$ cat config.mk
export PLATFORM = sky130hd
export DESIGN_NAME = smcs_scanner
export DESIGN_NICKNAME = d
export VERILOG_FILES = /design/src/design/smcs_pkg.sv /design/src/design/smcs_scanner.sv /design/src/design/smcs_input_sync.sv
export SDC_FILE = /design/constraint.sdc
export NUM_CORES = 2
export LEC_CHECK = 0
export ABC_AREA = 1
export BUFFER_PORTS_ARGS = -buffer_cell sky130_fd_sc_hd__buf_2
export CORE_ASPECT_RATIO = 0.7
export CORE_MARGIN = 2
export CORE_UTILIZATION = 60
export DETAILED_ROUTE_END_ITERATION = 7
export PLACE_DENSITY = 0.78
export SYNTH_ARGS = -nofsm -noshare
export SYNTH_HDL_FRONTEND = slang
export SYNTH_SLANG_ARGS = --single-unit
$ cat constraint.sdc
create_clock -name aclk -period 5.15 [get_ports aclk]
set_clock_uncertainty 0.2 [all_clocks]
set_input_delay 0.515 -clock aclk [delete_from_list [all_inputs] [get_ports aclk]]
set_output_delay 0.515 -clock aclk [all_outputs]
set_load 0.005 [all_outputs]
$ cat src/design/smcs_pkg.sv
/*
 Shared constants of the sensor matrix change scanner: register map,
 status field positions, matrix and FIFO sizes, scan timing.
 Assumes a 20 MHz device clock and a 32-bit AXI4-Lite register bus.
*/
`default_nettype none

package smcs_pkg;

    // Bus widths
    localparam int AXI_ADDR_W = 8;
    localparam int AXI_DATA_W = 32;

    // Register byte offsets
    localparam logic [7:0] STATUS_OFFSET      = 8'h00;
    localparam logic [7:0] HOST_BUFFER_OFFSET = 8'h04;
    localparam logic [7:0] CONTROL_OFFSET     = 8'h08;
    localparam logic [7:0] INTERVAL_OFFSET    = 8'h0C;

    // Status field positions
    localparam int STAT_FULL_BIT   = 0;
    localparam int STAT_NEMPTY_BIT = 1;
    localparam int STAT_HALTED_BIT = 2;
    localparam int STAT_COUNT_LSB  = 8;

    // Control field positions and reset values
    localparam int   CTRL_ENABLE_BIT   = 0;
    localparam logic CTRL_ENABLE_RESET = 1'b1;

    // Bus responses
    localparam logic [1:0] RESP_OKAY   = 2'h0;
    localparam logic [1:0] RESP_SLVERR = 2'h2;

    // Matrix geometry
    localparam int ROWS       = 16;
    localparam int COLS       = 8;
    localparam int ROW_W      = 4;
    localparam int COL_W      = 3;
    localparam int COL_PRESET = 8;

    // Change word FIFO depth
    localparam int FIFO_DEPTH = 40;

    // Cycles from a row change to a usable column sample
    localparam int SETTLE_CYCLES = 6;

    // Scan interval timing
    localparam int CLOCK_MHZ        = 20;
    localparam int SCAN_INTERVAL_US = 2000;
    localparam int SCAN_INTERVAL_CYCLES = SCAN_INTERVAL_US * CLOCK_MHZ;

    // Scanner states, Gray coded along the usual path
    typedef enum logic [2:0] {
        ST_BASELINE = 3'h0,
        ST_SELECT   = 3'h1,
        ST_MANAGE   = 3'h3,
        ST_ENCODE   = 3'h2,
        ST_INTERVAL = 3'h6
    } smcs_state_type;

endpackage : smcs_pkg

`default_nettype wire

$ cat src/design/smcs_scanner.sv
/*
 Sensor matrix change scanner: scans a 16 x 8 matrix, encodes each
 changed sensor into a change word, buffers words in a circular FIFO
 and hands them to the master through the host read buffer.
 Assumes an external 4-to-16 row decoder, pulled-up column returns and
 an AXI4-Lite master on the register side.
*/
// Operation
// - Column counter stays zero unless inspecting row
// - Coordinate combines row count and column count
// - XOR returns with stored row; nonzero means change
// - Reset clears status, reads baseline matrix first
// - Reset pointers after last row, else select next
// - FIFO full: wait flag clear, move word out
// - Next row if empty or buffer occupied
// - Preset counter eight, shift, decrement, test top
// - Change word: present state on top, coordinate below
// - Manage FIFO between every bit test
// - Circular FIFO, pointers advance and wrap
// - FIFO holds forty byte entries
// - Full FIFO and occupied buffer halt scanning
// - Loading host buffer sets flag until read
// - Full pin mirrors flag; not-empty pin per pass
// - No debounce; configurable scan interval instead
// - Unchanged row checks buffer and FIFO first
// - Not-empty status while the FIFO holds words
// - Sixteen rows by eight columns via decoder
// - Selected row low; high return means open
`timescale 1ns/1ps
`default_nettype none

module smcs_scanner
    import smcs_pkg::*;
#(
    parameter int DEPTH         = smcs_pkg::FIFO_DEPTH,
    parameter int INTERVAL_INIT = smcs_pkg::SCAN_INTERVAL_CYCLES
) (
    // Clock and reset
    input  wire logic                             aclk,
    input  wire logic                             aresetn,
    // AXI4-Lite write address
    input  wire logic [smcs_pkg::AXI_ADDR_W-1:0]  s_axi_awaddr,
    input  wire logic [2:0]                       s_axi_awprot,
    input  wire logic                             s_axi_awvalid,
    output logic                                  s_axi_awready,
    // AXI4-Lite write data
    input  wire logic [smcs_pkg::AXI_DATA_W-1:0]  s_axi_wdata,
    input  wire logic [3:0]                       s_axi_wstrb,
    input  wire logic                             s_axi_wvalid,
    output logic                                  s_axi_wready,
    // AXI4-Lite write response
    output logic [1:0]                            s_axi_bresp,
    output logic                                  s_axi_bvalid,
    input  wire logic                             s_axi_bready,
    // AXI4-Lite read address
    input  wire logic [smcs_pkg::AXI_ADDR_W-1:0]  s_axi_araddr,
    input  wire logic [2:0]                       s_axi_arprot,
    input  wire logic                             s_axi_arvalid,
    output logic                                  s_axi_arready,
    // AXI4-Lite read data
    output logic [smcs_pkg::AXI_DATA_W-1:0]       s_axi_rdata,
    output logic [1:0]                            s_axi_rresp,
    output logic                                  s_axi_rvalid,
    input  wire logic                             s_axi_rready,
    // Matrix pins
    output logic [smcs_pkg::ROW_W-1:0]            row_select,
    input  wire logic [smcs_pkg::COLS-1:0]        column_return,
    // Interrupt pins to the master
    output logic                                  output_full_pin,
    output logic                                  fifo_not_empty_pin
);
    import smcs_pkg::*;

    localparam int PTR_W = $clog2(DEPTH);
    localparam int CNT_W = $clog2(DEPTH + 1);
    localparam logic [PTR_W-1:0] PTR_TOP  = PTR_W'(DEPTH - 1);
    localparam logic [CNT_W-1:0] CNT_FULL = CNT_W'(DEPTH);
    localparam logic [ROW_W-1:0] ROW_LAST = ROW_W'(ROWS - 1);
    localparam logic [2:0]       SETTLE_LAST = 3'(SETTLE_CYCLES - 1);
    localparam logic [3:0]       COL_START   = 4'(COL_PRESET);

    typedef struct packed {
        smcs_state_type                 st;
        logic [ROW_W-1:0]               row;
        logic [3:0]                     col_count;
        logic [COLS-1:0]                result;
        logic [COLS-1:0]                present;
        logic [7:0]                     word_store;
        logic [2:0]                     settle;
        logic [31:0]                    wait_cnt;
        logic [ROWS-1:0][COLS-1:0]      map;
        logic [DEPTH-1:0][7:0]          fifo;
        logic [PTR_W-1:0]               in_ptr;
        logic [PTR_W-1:0]               out_ptr;
        logic [CNT_W-1:0]               count;
        logic [7:0]                     host_read_buffer;
        logic                           output_full_flag;
        logic                           nempty_pin;
        logic                           halted;
        logic                           enable;
        logic [31:0]                    interval;
        logic                           aw_hold;
        logic [AXI_ADDR_W-1:0]          aw_addr;
        logic                           w_hold;
        logic [AXI_DATA_W-1:0]          w_data;
        logic [3:0]                     w_strb;
        logic                           bvalid;
        logic [1:0]                     bresp;
        logic                           rvalid;
        logic [1:0]                     rresp;
        logic [AXI_DATA_W-1:0]          rdata;
    } smcs_regs_type;

    smcs_regs_type    s;
    smcs_regs_type    next_s;
    logic [COLS-1:0]  cols;
    logic [COLS-1:0]  diff;
    logic [COL_W-1:0] col_idx;
    logic [7:0]       change_word;
    logic             fifo_full;
    logic             fifo_empty;
    logic             move_word;
    logic             host_pop;
    logic [AXI_DATA_W-1:0] status_word;

    // Column returns cross into the clock domain
    smcs_input_sync #(
        .WIDTH     (COLS)
    ) u_col_sync (
        .aclk      (aclk),
        .aresetn   (aresetn),
        .pin_in    (column_return),
        .level_out (cols)
    );

    // Derived views of the current state
    assign fifo_full  = (s.count == CNT_FULL);
    assign fifo_empty = (s.count == '0);
    assign diff       = cols ^ s.map[s.row];
    assign col_idx    = 3'(s.col_count - 4'h1);
    assign change_word = {s.present[col_idx], s.row, col_idx};

    // Status word seen by the master
    always_comb begin
        status_word = '0;
        status_word[STAT_FULL_BIT]   = s.output_full_flag;
        status_word[STAT_NEMPTY_BIT] = !fifo_empty;
        status_word[STAT_HALTED_BIT] = s.halted;
        status_word[STAT_COUNT_LSB +: CNT_W] = s.count;
    end

    // Bus slave, scanner and FIFO next-state logic
    always_comb begin
        next_s    = s;
        move_word = 1'b0;
        host_pop  = 1'b0;

        // Write address and data are taken independently
        if (s_axi_awvalid && s_axi_awready) begin
            next_s.aw_hold = 1'b1;
            next_s.aw_addr = s_axi_awaddr;
        end
        if (s_axi_wvalid && s_axi_wready) begin
            next_s.w_hold = 1'b1;
            next_s.w_data = s_axi_wdata;
            next_s.w_strb = s_axi_wstrb;
        end

        // Write once both halves are held
        if (s.aw_hold && s.w_hold) begin
            next_s.aw_hold = 1'b0;
            next_s.w_hold  = 1'b0;
            next_s.bvalid  = 1'b1;
            next_s.bresp   = RESP_OKAY;
            if (s.aw_addr == CONTROL_OFFSET) begin
                if (s.w_strb[0]) begin
                    next_s.enable = s.w_data[CTRL_ENABLE_BIT];
                end
            end else if (s.aw_addr == INTERVAL_OFFSET) begin
                for (int i = 0; i < 4; i++) begin
                    if (s.w_strb[i]) begin
                        next_s.interval[8*i +: 8] = s.w_data[8*i +: 8];
                    end
                end
            end else if (s.aw_addr == STATUS_OFFSET) begin
                next_s.bresp = RESP_OKAY;             // Read-only, ignored
            end else if (s.aw_addr == HOST_BUFFER_OFFSET) begin
                next_s.bresp = RESP_OKAY;             // Read-only, ignored
            end else begin
                next_s.bresp = RESP_SLVERR;
            end
        end
        if (s.bvalid && s_axi_bready) begin
            next_s.bvalid = 1'b0;
        end

        // Read decode; reading the host buffer empties it
        if (s_axi_arvalid && s_axi_arready) begin
            next_s.rvalid = 1'b1;
            next_s.rresp  = RESP_OKAY;
            next_s.rdata  = '0;
            if (s_axi_araddr == STATUS_OFFSET) begin
                next_s.rdata = status_word;
            end else if (s_axi_araddr == HOST_BUFFER_OFFSET) begin
                next_s.rdata[7:0] = s.host_read_buffer;
                host_pop = 1'b1;
            end else if (s_axi_araddr == CONTROL_OFFSET) begin
                next_s.rdata[CTRL_ENABLE_BIT] = s.enable;
            end else if (s_axi_araddr == INTERVAL_OFFSET) begin
                next_s.rdata = s.interval;
            end else begin
                next_s.rresp = RESP_SLVERR;
            end
        end
        if (s.rvalid && s_axi_rready) begin
            next_s.rvalid = 1'b0;
        end

        // Master read clears the flag; a load wins
        if (host_pop) begin
            next_s.output_full_flag = 1'b0;
        end

        case (s.st)
            // Capture the baseline image one row at a time
            ST_BASELINE: begin
                if (s.settle != SETTLE_LAST) begin
                    next_s.settle = s.settle + 3'h1;
                end else begin
                    next_s.settle     = '0;
                    next_s.map[s.row] = cols;
                    if (s.row == ROW_LAST) begin
                        next_s.row = '0;
                        next_s.st  = ST_SELECT;
                    end else begin
                        next_s.row = s.row + 4'h1;
                    end
                end
            end

            // Row address out; wait for returns, then compare
            ST_SELECT: begin
                if (s.settle != SETTLE_LAST) begin
                    next_s.settle = s.settle + 3'h1;
                end else begin
                    next_s.settle  = '0;
                    next_s.present = cols;
                    next_s.st      = ST_MANAGE;
                    if (diff == '0) begin
                        next_s.col_count = '0;
                    end else begin
                        next_s.result    = diff;
                        next_s.col_count = COL_START;
                    end
                end
            end

            // One shift, test and encode of the compare result
            ST_ENCODE: begin
                next_s.col_count = s.col_count - 4'h1;
                next_s.result    = {s.result[COLS-2:0], 1'b0};
                if (s.result[COLS-1]) begin
                    next_s.word_store      = change_word;
                    next_s.fifo[s.in_ptr]  = change_word;
                    next_s.in_ptr = (s.in_ptr == PTR_TOP) ? '0
                                  : s.in_ptr + PTR_W'(1);
                    next_s.count  = s.count + CNT_W'(1);
                end
                next_s.st = ST_MANAGE;
            end

            // FIFO and host buffer upkeep between every step
            ST_MANAGE: begin
                next_s.nempty_pin = !fifo_empty;
                next_s.halted     = 1'b0;
                if (fifo_full) begin
                    if (!s.output_full_flag) begin
                        move_word = 1'b1;
                    end else begin
                        next_s.halted = 1'b1;
                    end
                end else if (s.col_count != '0) begin
                    next_s.st = ST_ENCODE;
                end else if (fifo_empty || s.output_full_flag) begin
                    next_s.map[s.row] = s.present;
                    next_s.col_count  = '0;
                    if (s.row == ROW_LAST) begin
                        next_s.row      = '0;
                        next_s.wait_cnt = '0;
                        next_s.st       = ST_INTERVAL;
                    end else begin
                        next_s.row = s.row + 4'h1;
                        next_s.st  = ST_SELECT;
                    end
                end else begin
                    move_word = 1'b1;
                end
            end

            // Scan interval covers bounce and sets the scan rate
            ST_INTERVAL: begin
                if (s.wait_cnt < s.interval) begin
                    next_s.wait_cnt = s.wait_cnt + 32'h1;
                end else if (s.enable) begin
                    next_s.st = ST_SELECT;
                end
            end

            default: begin
                next_s.st = ST_BASELINE;
            end
        endcase

        // Oldest word moves into the host read buffer
        if (move_word) begin
            next_s.host_read_buffer = s.fifo[s.out_ptr];
            next_s.output_full_flag = 1'b1;
            next_s.out_ptr = (s.out_ptr == PTR_TOP) ? '0
                           : s.out_ptr + PTR_W'(1);
            next_s.count   = s.count - CNT_W'(1);
        end
    end

    // State register with synchronous reset
    always_ff @(posedge aclk) begin
        if (!aresetn) begin
            s          <= '0;
            s.enable   <= CTRL_ENABLE_RESET;
            s.interval <= 32'(INTERVAL_INIT);
        end else begin
            s <= next_s;
        end
    end

    // Bus handshakes
    assign s_axi_awready = !s.aw_hold && !s.bvalid;
    assign s_axi_wready  = !s.w_hold && !s.bvalid;
    assign s_axi_arready = !s.rvalid;
    assign s_axi_bvalid  = s.bvalid;
    assign s_axi_bresp   = s.bresp;
    assign s_axi_rvalid  = s.rvalid;
    assign s_axi_rresp   = s.rresp;
    assign s_axi_rdata   = s.rdata;

    // Pins; the external decoder pulls the addressed row low
    assign row_select         = s.row;
    assign output_full_pin    = s.output_full_flag;
    assign fifo_not_empty_pin = s.nempty_pin;

endmodule // smcs_scanner

`default_nettype wire

$ cat src/design/smcs_input_sync.sv
/*
 Three-stage synchroniser for the column return pins.
 Assumes asynchronous pin inputs; an output bit follows its pin once
 the second and third stages agree.
*/
`timescale 1ns/1ps
`default_nettype none

module smcs_input_sync #(
    parameter int WIDTH = 8
) (
    // Clock and reset
    input  wire logic             aclk,
    input  wire logic             aresetn,
    // Pin side
    input  wire logic [WIDTH-1:0] pin_in,
    // Filtered level
    output logic      [WIDTH-1:0] level_out
);

    typedef struct packed {
        logic [WIDTH-1:0] stage1;
        logic [WIDTH-1:0] stage2;
        logic [WIDTH-1:0] stage3;
        logic [WIDTH-1:0] level;
    } smcs_sync_type;

    smcs_sync_type s;
    smcs_sync_type next_s;
    logic [WIDTH-1:0] agree;

    // Shift chain; a bit updates only where stages two and three agree
    always_comb begin
        next_s        = s;
        agree         = ~(s.stage2 ^ s.stage3);
        next_s.stage1 = pin_in;
        next_s.stage2 = s.stage1;
        next_s.stage3 = s.stage2;
        next_s.level  = (agree & s.stage3) | (~agree & s.level);
    end

    // State register, columns idle high (open)
    always_ff @(posedge aclk) begin
        if (!aresetn) begin
            s <= '1;
        end else begin
            s <= next_s;
        end
    end

    assign level_out = s.level;

endmodule // smcs_input_sync

`default_nettype wire

Yosys cells after proc, flatten, opt, wreduce, memory -nomap -nowiden
Index checks and enable logic that the tools add are counted.

word-level totals
  logic and storage cells = 256
  output and inout bits = 47
  flip-flop bits (word level) = 688
  input bits = 73

operators by class
  bitwise logic cells = 10
  add/sub/neg operators = 8
  eq/ne operators = 27
  multiplexer cells = 69
  reductions and logical operators = 46
  $lt $le $gt $ge = 7

operator list
  cell                                                                    number
  160-bit two-way mux                                                     3
  320-bit bitwise mux                                                     1
  128-bit bitwise mux                                                     2
  128-bit one-hot mux with 2 select lines                                 1
  32-bit two-way mux                                                      5
  128-bit two-way mux                                                     1
  32-bit one-hot mux with 2 select lines                                  1
  8-bit two-way mux                                                       7
  8-bit binary-select mux with 6-bit select                               1
  8-bit demux with 6-bit select                                           1
  33-bit two-way mux                                                      1
  32-bit by 1-bit adder with 32-bit output (second input constant)        1
  8-bit binary-select mux with 4-bit select                               1
  8-bit demux with 4-bit select                                           1
  8-bit by 4-bit equality test with 1-bit output (second input constant)  4
  32-bit less-than comparator                                             1
  26-bit two-way mux                                                      1
  8-bit zero test                                                         3
  6-bit two-way mux                                                       4
  11-bit two-way mux                                                      2
  2-bit != test (second input constant)                                   11
  20-bit two-way mux                                                      1
  6-bit by 1-bit adder with 6-bit output (second input constant)          3
  6-bit equality test (second input constant)                             3
  other kinds (46)                                                        107

Logic depth before layout (Yosys ltp)
  word-level depth = 9
  mapped depth = 17

Modules after synthesis
From an unflattened synthesis, not the netlist that was laid out.

second synthesis, totals
  cells, all modules = 4286
  area total of the unflattened synthesis = 31328.8 um2

modules (own cells, without submodules)
  module           cells an instance  seq. area each (um2)  area each (um2)  instances
  smcs_scanner     4139               13092.6               30211.5          1
  smcs_input_sync  147                640.6                 1117.3           1

Worst setup path before layout
No wires, ideal clock.

  path type = reg-to-reg
  start = register s[653] (netlist name)
  end = register s[133] (netlist name)
  cell stages (with the launch flop) = 16
  buffers on the path = 1
  arrival = 2711 ps
  library setup time = 70 ps
  slack = 2169 ps
  path through = dfxtp_1 > clkbuf_1 > clkinv_1 > ha_1 > nand3_1 > o21ai_0 > nand2_1 > clkinv_1 > ha_1 > a21oi_1 > nand2_1 > a21oi_1 > o21bai_1 > o21ai_0 > o21ai_0 > a21oi_1

on the way
  longest elaborated chain between the ends = 6

RTL lines
  what                           line                 RTL
  from (decl)                    smcs_scanner.sv:114  smcs_regs_type s;
  from (signal assigned)         smcs_scanner.sv:331  s <= next_s;
  4-bit nonzero test (*)         smcs_scanner.sv:282  end else if (s.col_count != '0) begin
  1-bit two-way mux (*)          smcs_scanner.sv:282
  1-bit two-way mux (*)          smcs_scanner.sv:276  if (fifo_full) begin
  1-bit two-way mux (*)          smcs_scanner.sv:224  case (s.st)
  named net move_word            smcs_scanner.sv:122  logic move_word;
  2-bit nonzero test (no line)   --
  2-bit AND reduction (no line)  --

Mark *: on every way through the listed nets, which the timed path passes. The rest lies on a longest branch.
A chain may end at the register's enable or synchronous reset.

Worst setup path in the final report
Same ends and word-level chain as after synthesis.

==> run_results.csv <==
group,metric,value,unit
critical_path,critical_path_peak_fanout,13,
finish,flow.area_growth_from_synthesis,9.03,%
critical_path,critical_path.endpoint_type,"flip-flop",
detailed_routing,via_count,28400,
critical_path,arrival_time_at_the_worst_endpoint,3.89,ns
critical_path,critical-path-top-delay-family,"compound AO/OA/AOI/OAI gates",
floorplanning,boundaryPins,120,
global_route,globalRouteOverflowTotal,0,
timing,achievable-frequency,0.282,GHz
synthesis,synth_largest_type_area_fraction,44.1,%
power_and_ir_drop,p_seq_share,48.9,%
power_and_ir_drop,design_internal_power,8.60,mW
power_and_ir_drop,p_sw_share,21.9,%
clocking,post_cts_setup_buffer_count,0,
timing,fin_tns_setup,0,ns
timing,timing.final.hold_violations,0,
clocking,cts_tree,"done",
clocking,cts-buffers-inserted,60,
critical_path,cp_slowest_cell,"sky130_fd_sc_hd__ha_1",
critical_path,worst_ep_required_time,5.50,ns
power_and_ir_drop,finalPower,11.0,mW
place,dp_hpwl,50000,um
clocking,cts_buffer_depth,3,
place,gpl.final_weighted_congestion,0.906,
critical_path,critical-path-max-stage-delay,0.47,ns
global_route,first_global_vias,25500,
critical_path,crit_path_cell_trace,"clkinv_1 -> ha_1 -> nand3_1 -> o21ai_0 -> nand2_1 -> clkinv_1 -> ha_1 -> a21oi_1 -> nand2_1 -> a21oi_1 -> o21bai_1 -> o21ai_0 -> o21ai_0 -> a21oi_1",
power_and_ir_drop,p_comb_share,4.0,%
run_status,result_of_the_run,"completed",
critical_path,reg2reg_from,"s[653]$_SDFFE_PN0P_",
finish,diodes,0,
critical_path,critical_path_cell_count,14,
power_and_ir_drop,p_clk_share,47.1,%
timing,period_utilisation_layout,68.8,%
floorplanning,die_y,195,um
finish,drive_gt1_share,9.39,%
critical_path,cp-startpoint,"s[653]$_SDFFE_PN0P_",
place,portBuffers,111,
clocking,clkSinkCount,686,
critical_path,crit_end,"s[133]$_SDFFE_PN0P_",
floorplanning,floorplan.die_area,53800,sq um
power_and_ir_drop,power-per-cell-area,324,nW/um^2
detailed_routing,via_per_inst,5.84,
detailed_routing,antenna_violating_nets_post_route,0,
synthesis,warnings_synthesis,0,
synthesis,netlist-cell-type-count,52,
critical_path,r2r.worst_path.cells,14,
floorplanning,core-area,51000,sq um
detailed_routing,drt_iter0_markers,3226,
floorplanning,row_cnt,69,
clocking,clock_tree.root_cell,"sky130_fd_sc_hd__clkbuf_16",
min_path,min_path_type,"in -> reg",
critical_path,path_buf_inv,2,
detailed_routing,detail_route.first_pass.iterations,6,
clocking,clk_transition_reported_paths,0.07,ns
detailed_routing,wl_per_cell,17.2,um
synthesis,syn-instance-count,4216,
finish,layout.filler_cells,4308,
synthesis,synth.area.top_cells,"sky130_fd_sc_hd__dfxtp_1, sky130_fd_sc_hd__o21ai_0, sky130_fd_sc_hd__a21oi_1",
run,cap_violations,0,
critical_path,regToRegSetupSlack,1.61,ns
floorplanning,initial_core_util,61.0,%
synthesis,synth-seq-cells,686,
power_and_ir_drop,power.leakage,13.5,nW
global_route,number_of_antenna_violations_at_the_first_check_in_global_routing,0,
finish,ff_latch_area,13700,sq um
power_and_ir_drop,power.net_switching,2.41,mW
timing,final-max-slew-violation-count,0,
finish,final_cell_mix,"sky130_fd_sc_hd__o21ai_0, sky130_fd_sc_hd__dfxtp_1, sky130_fd_sc_hd__a21oi_1",
timing,final-setup-viol-count,0,
critical_path,worst-setup-path-type,"reg -> reg",
finish,final_util,66.5,%
power_and_ir_drop,worst_ir_drop_vdd,0.249,mV
synthesis,netlist.top_cell.by_area,"sky130_fd_sc_hd__dfxtp_1",
clocking,clock_latency,0.62,ns
synthesis,syn-cell-area,31100,sq um
timing,post-route-min-period,3.54,ns
finish,final_net_count,4252,
critical_path,reg2reg_to,"s[133]$_SDFFE_PN0P_",
synthesis,post_synth.cell_area_avg,7.39,sq um
detailed_routing,drc,0,
floorplanning,die_width,276,um
synthesis,synth-seq-area-share,44.1,%
timing,max_slew_margin,16.1,%
detailed_routing,totalWireLength,83400,um
clocking,htree_levels,2,
critical_path,setup.worst_path.start_class,"flip-flop",
global_route,grt_first_pass_wirelength,135000,um
finish,area_occupied_by_multi_input_gates,14300,sq um
timing,rsz0062_at_grt,"false",
timing,max_slew.worst_pin.slew,1.25,ns
finish,layout_commonest_cell,"sky130_fd_sc_hd__o21ai_0",
global_route,track_usage,30.0,%
global_route,grt_start_max_net_pins,201,
==> power groups by stage <==
stage | Sequential (mW) | Clock, mW | Combinational (mW)
floorplan | 5.50 | 0 | 0.293
global placement | 5.51 | 0 | 0.392
detailed placement | 5.51 | 0 | 0.398
CTS | 5.39 | 5.20 | 0.431
global route | 5.39 | 5.42 | 0.490
finish | 5.39 | 5.18 | 0.440
==> repair_timing <==
item                                   CTS  global route
hold buffers                            50             0
resized for setup                        0             0
endpoints found under the hold margin   50             0
==> cells by family (layout without fill, tap and decap cells) <==
| group | after synthesis | after routing | synth area share, % |
|---|---|---|---|
| flip-flops | 686 | 686 | 44.1 |
| other | 1 | 2 | 0.0120 |
| adder cells (fa/ha/maj) | 45 | 45 | 1.83 |
| AO/OA/AOI/OAI | 1521 | 1521 | 25.5 |
| AND/OR/NAND/NOR | 1257 | 1257 | 18.4 |
| buffers and inverters | 699 | 667 | 9.95 |
| XOR/XNOR | 7 | 7 | 0.197 |
==> state kept, by name, indices dropped and copies added, names as in the netlist, 4 cells and up, named ones only <==
| register | count |
|---|---|
| s_axi_rdata | 32 |
| s | 612 |
| u_col_sync.next_s | 16 |
| u_col_sync.s | 8 |
| row_select | 4 |
==> cell usage after synthesis, drive strengths merged <==
cell and n:
a211oi 11, o21bai 1, dfxtp 686, nor2 498, or2 32, nand4 27, o221a 1, o21a 2
nand3 136, xnor2 2, o31ai 6, xor2 5, clkbuf 184, conb 1, nor4 10, clkinv 6
a31oi 21, a221oi 1, o311ai 1, nand2 471, o21ai 787, o211ai 38, o22ai 81, nor3b 4
o221ai 10, and3 2, nand3b 2, ha 44, fa 1, inv 356, nor3 75, o211a 2
a311oi 1, buf 153, a21oi 558
==> worst min path at each step <==
stage                                      from                                to  slack (ns)  cells past startpoint
4_1_cts                         s_axi_wdata[23]                s[65]$_SDFFE_PN0P_       0.008                      3
6_report                        s_axi_awaddr[7]                s[82]$_SDFFE_PN0P_        0.01                      3
3_3_place_gp   u_col_sync.next_s[17]$_SDFF_PN1_   u_col_sync.next_s[9]$_SDFF_PN1_        0.19                      1
2_1_floorplan  u_col_sync.next_s[18]$_SDFF_PN1_  u_col_sync.next_s[10]$_SDFF_PN1_        0.19                      1
3_5_place_dp   u_col_sync.next_s[23]$_SDFF_PN1_  u_col_sync.next_s[15]$_SDFF_PN1_        0.20                      1
5_1_grt                         s_axi_wdata[23]                s[65]$_SDFFE_PN0P_       0.006                      3
==> layer usage <==
layer	global-route usage (%)	vias up	wire length [um]
li1	-	14000	-
met1	44.6	13200	39500
met2	45.6	1031	35800
met3	4.41	130	6340
met4	7.83	0	1800
met5	0	-	0
==> worst register-to-register path, cell delays in order (launching register included) <==
cell                       delay (ns)
sky130_fd_sc_hd__dfxtp_2         0.33
sky130_fd_sc_hd__clkinv_1        0.29
sky130_fd_sc_hd__ha_1            0.35
sky130_fd_sc_hd__nand3_1         0.17
sky130_fd_sc_hd__o21ai_0         0.12
sky130_fd_sc_hd__nand2_1         0.22
sky130_fd_sc_hd__clkinv_1        0.38
sky130_fd_sc_hd__ha_1            0.47
sky130_fd_sc_hd__a21oi_1         0.16
sky130_fd_sc_hd__nand2_1         0.10
sky130_fd_sc_hd__a21oi_1         0.15
sky130_fd_sc_hd__o21bai_1        0.09
sky130_fd_sc_hd__o21ai_0         0.20
sky130_fd_sc_hd__o21ai_0         0.11
sky130_fd_sc_hd__a21oi_1         0.15
==> through the flow <==
step | setup slack (ns) | instance area, sq um | hold WS, ns | instances
after floorplan | 2.17 | 31100 | 0.193 | 4217
after global placement | 1.75 | 31200 | 0.195 | 4696
after detailed placement | 1.70 | 31200 | 0.197 | 4696
after CTS | 1.66 | 33900 | 0.00760 | 4859
after global routing | 1.22 | 33900 | 0.00648 | 4859
final | 1.61 | 33900 | 0.0140 | 4859
==> layout make-up <==
| type | instances | area share, % |
|---|---|---|
| Tap cell | 674 | 2.48 |
| Timing Repair Buffer | 192 | 4.01 |
| Inverter | 362 | 4.04 |
| Clock inverter | 31 | 1.56 |
| Clock buffer | 82 | 5.17 |
| Multi-Input combinational cell | 2832 | 42.3 |
| Sequential cell | 686 | 40.5 |
Note: power is estimated with default switching activity, not from simulation.
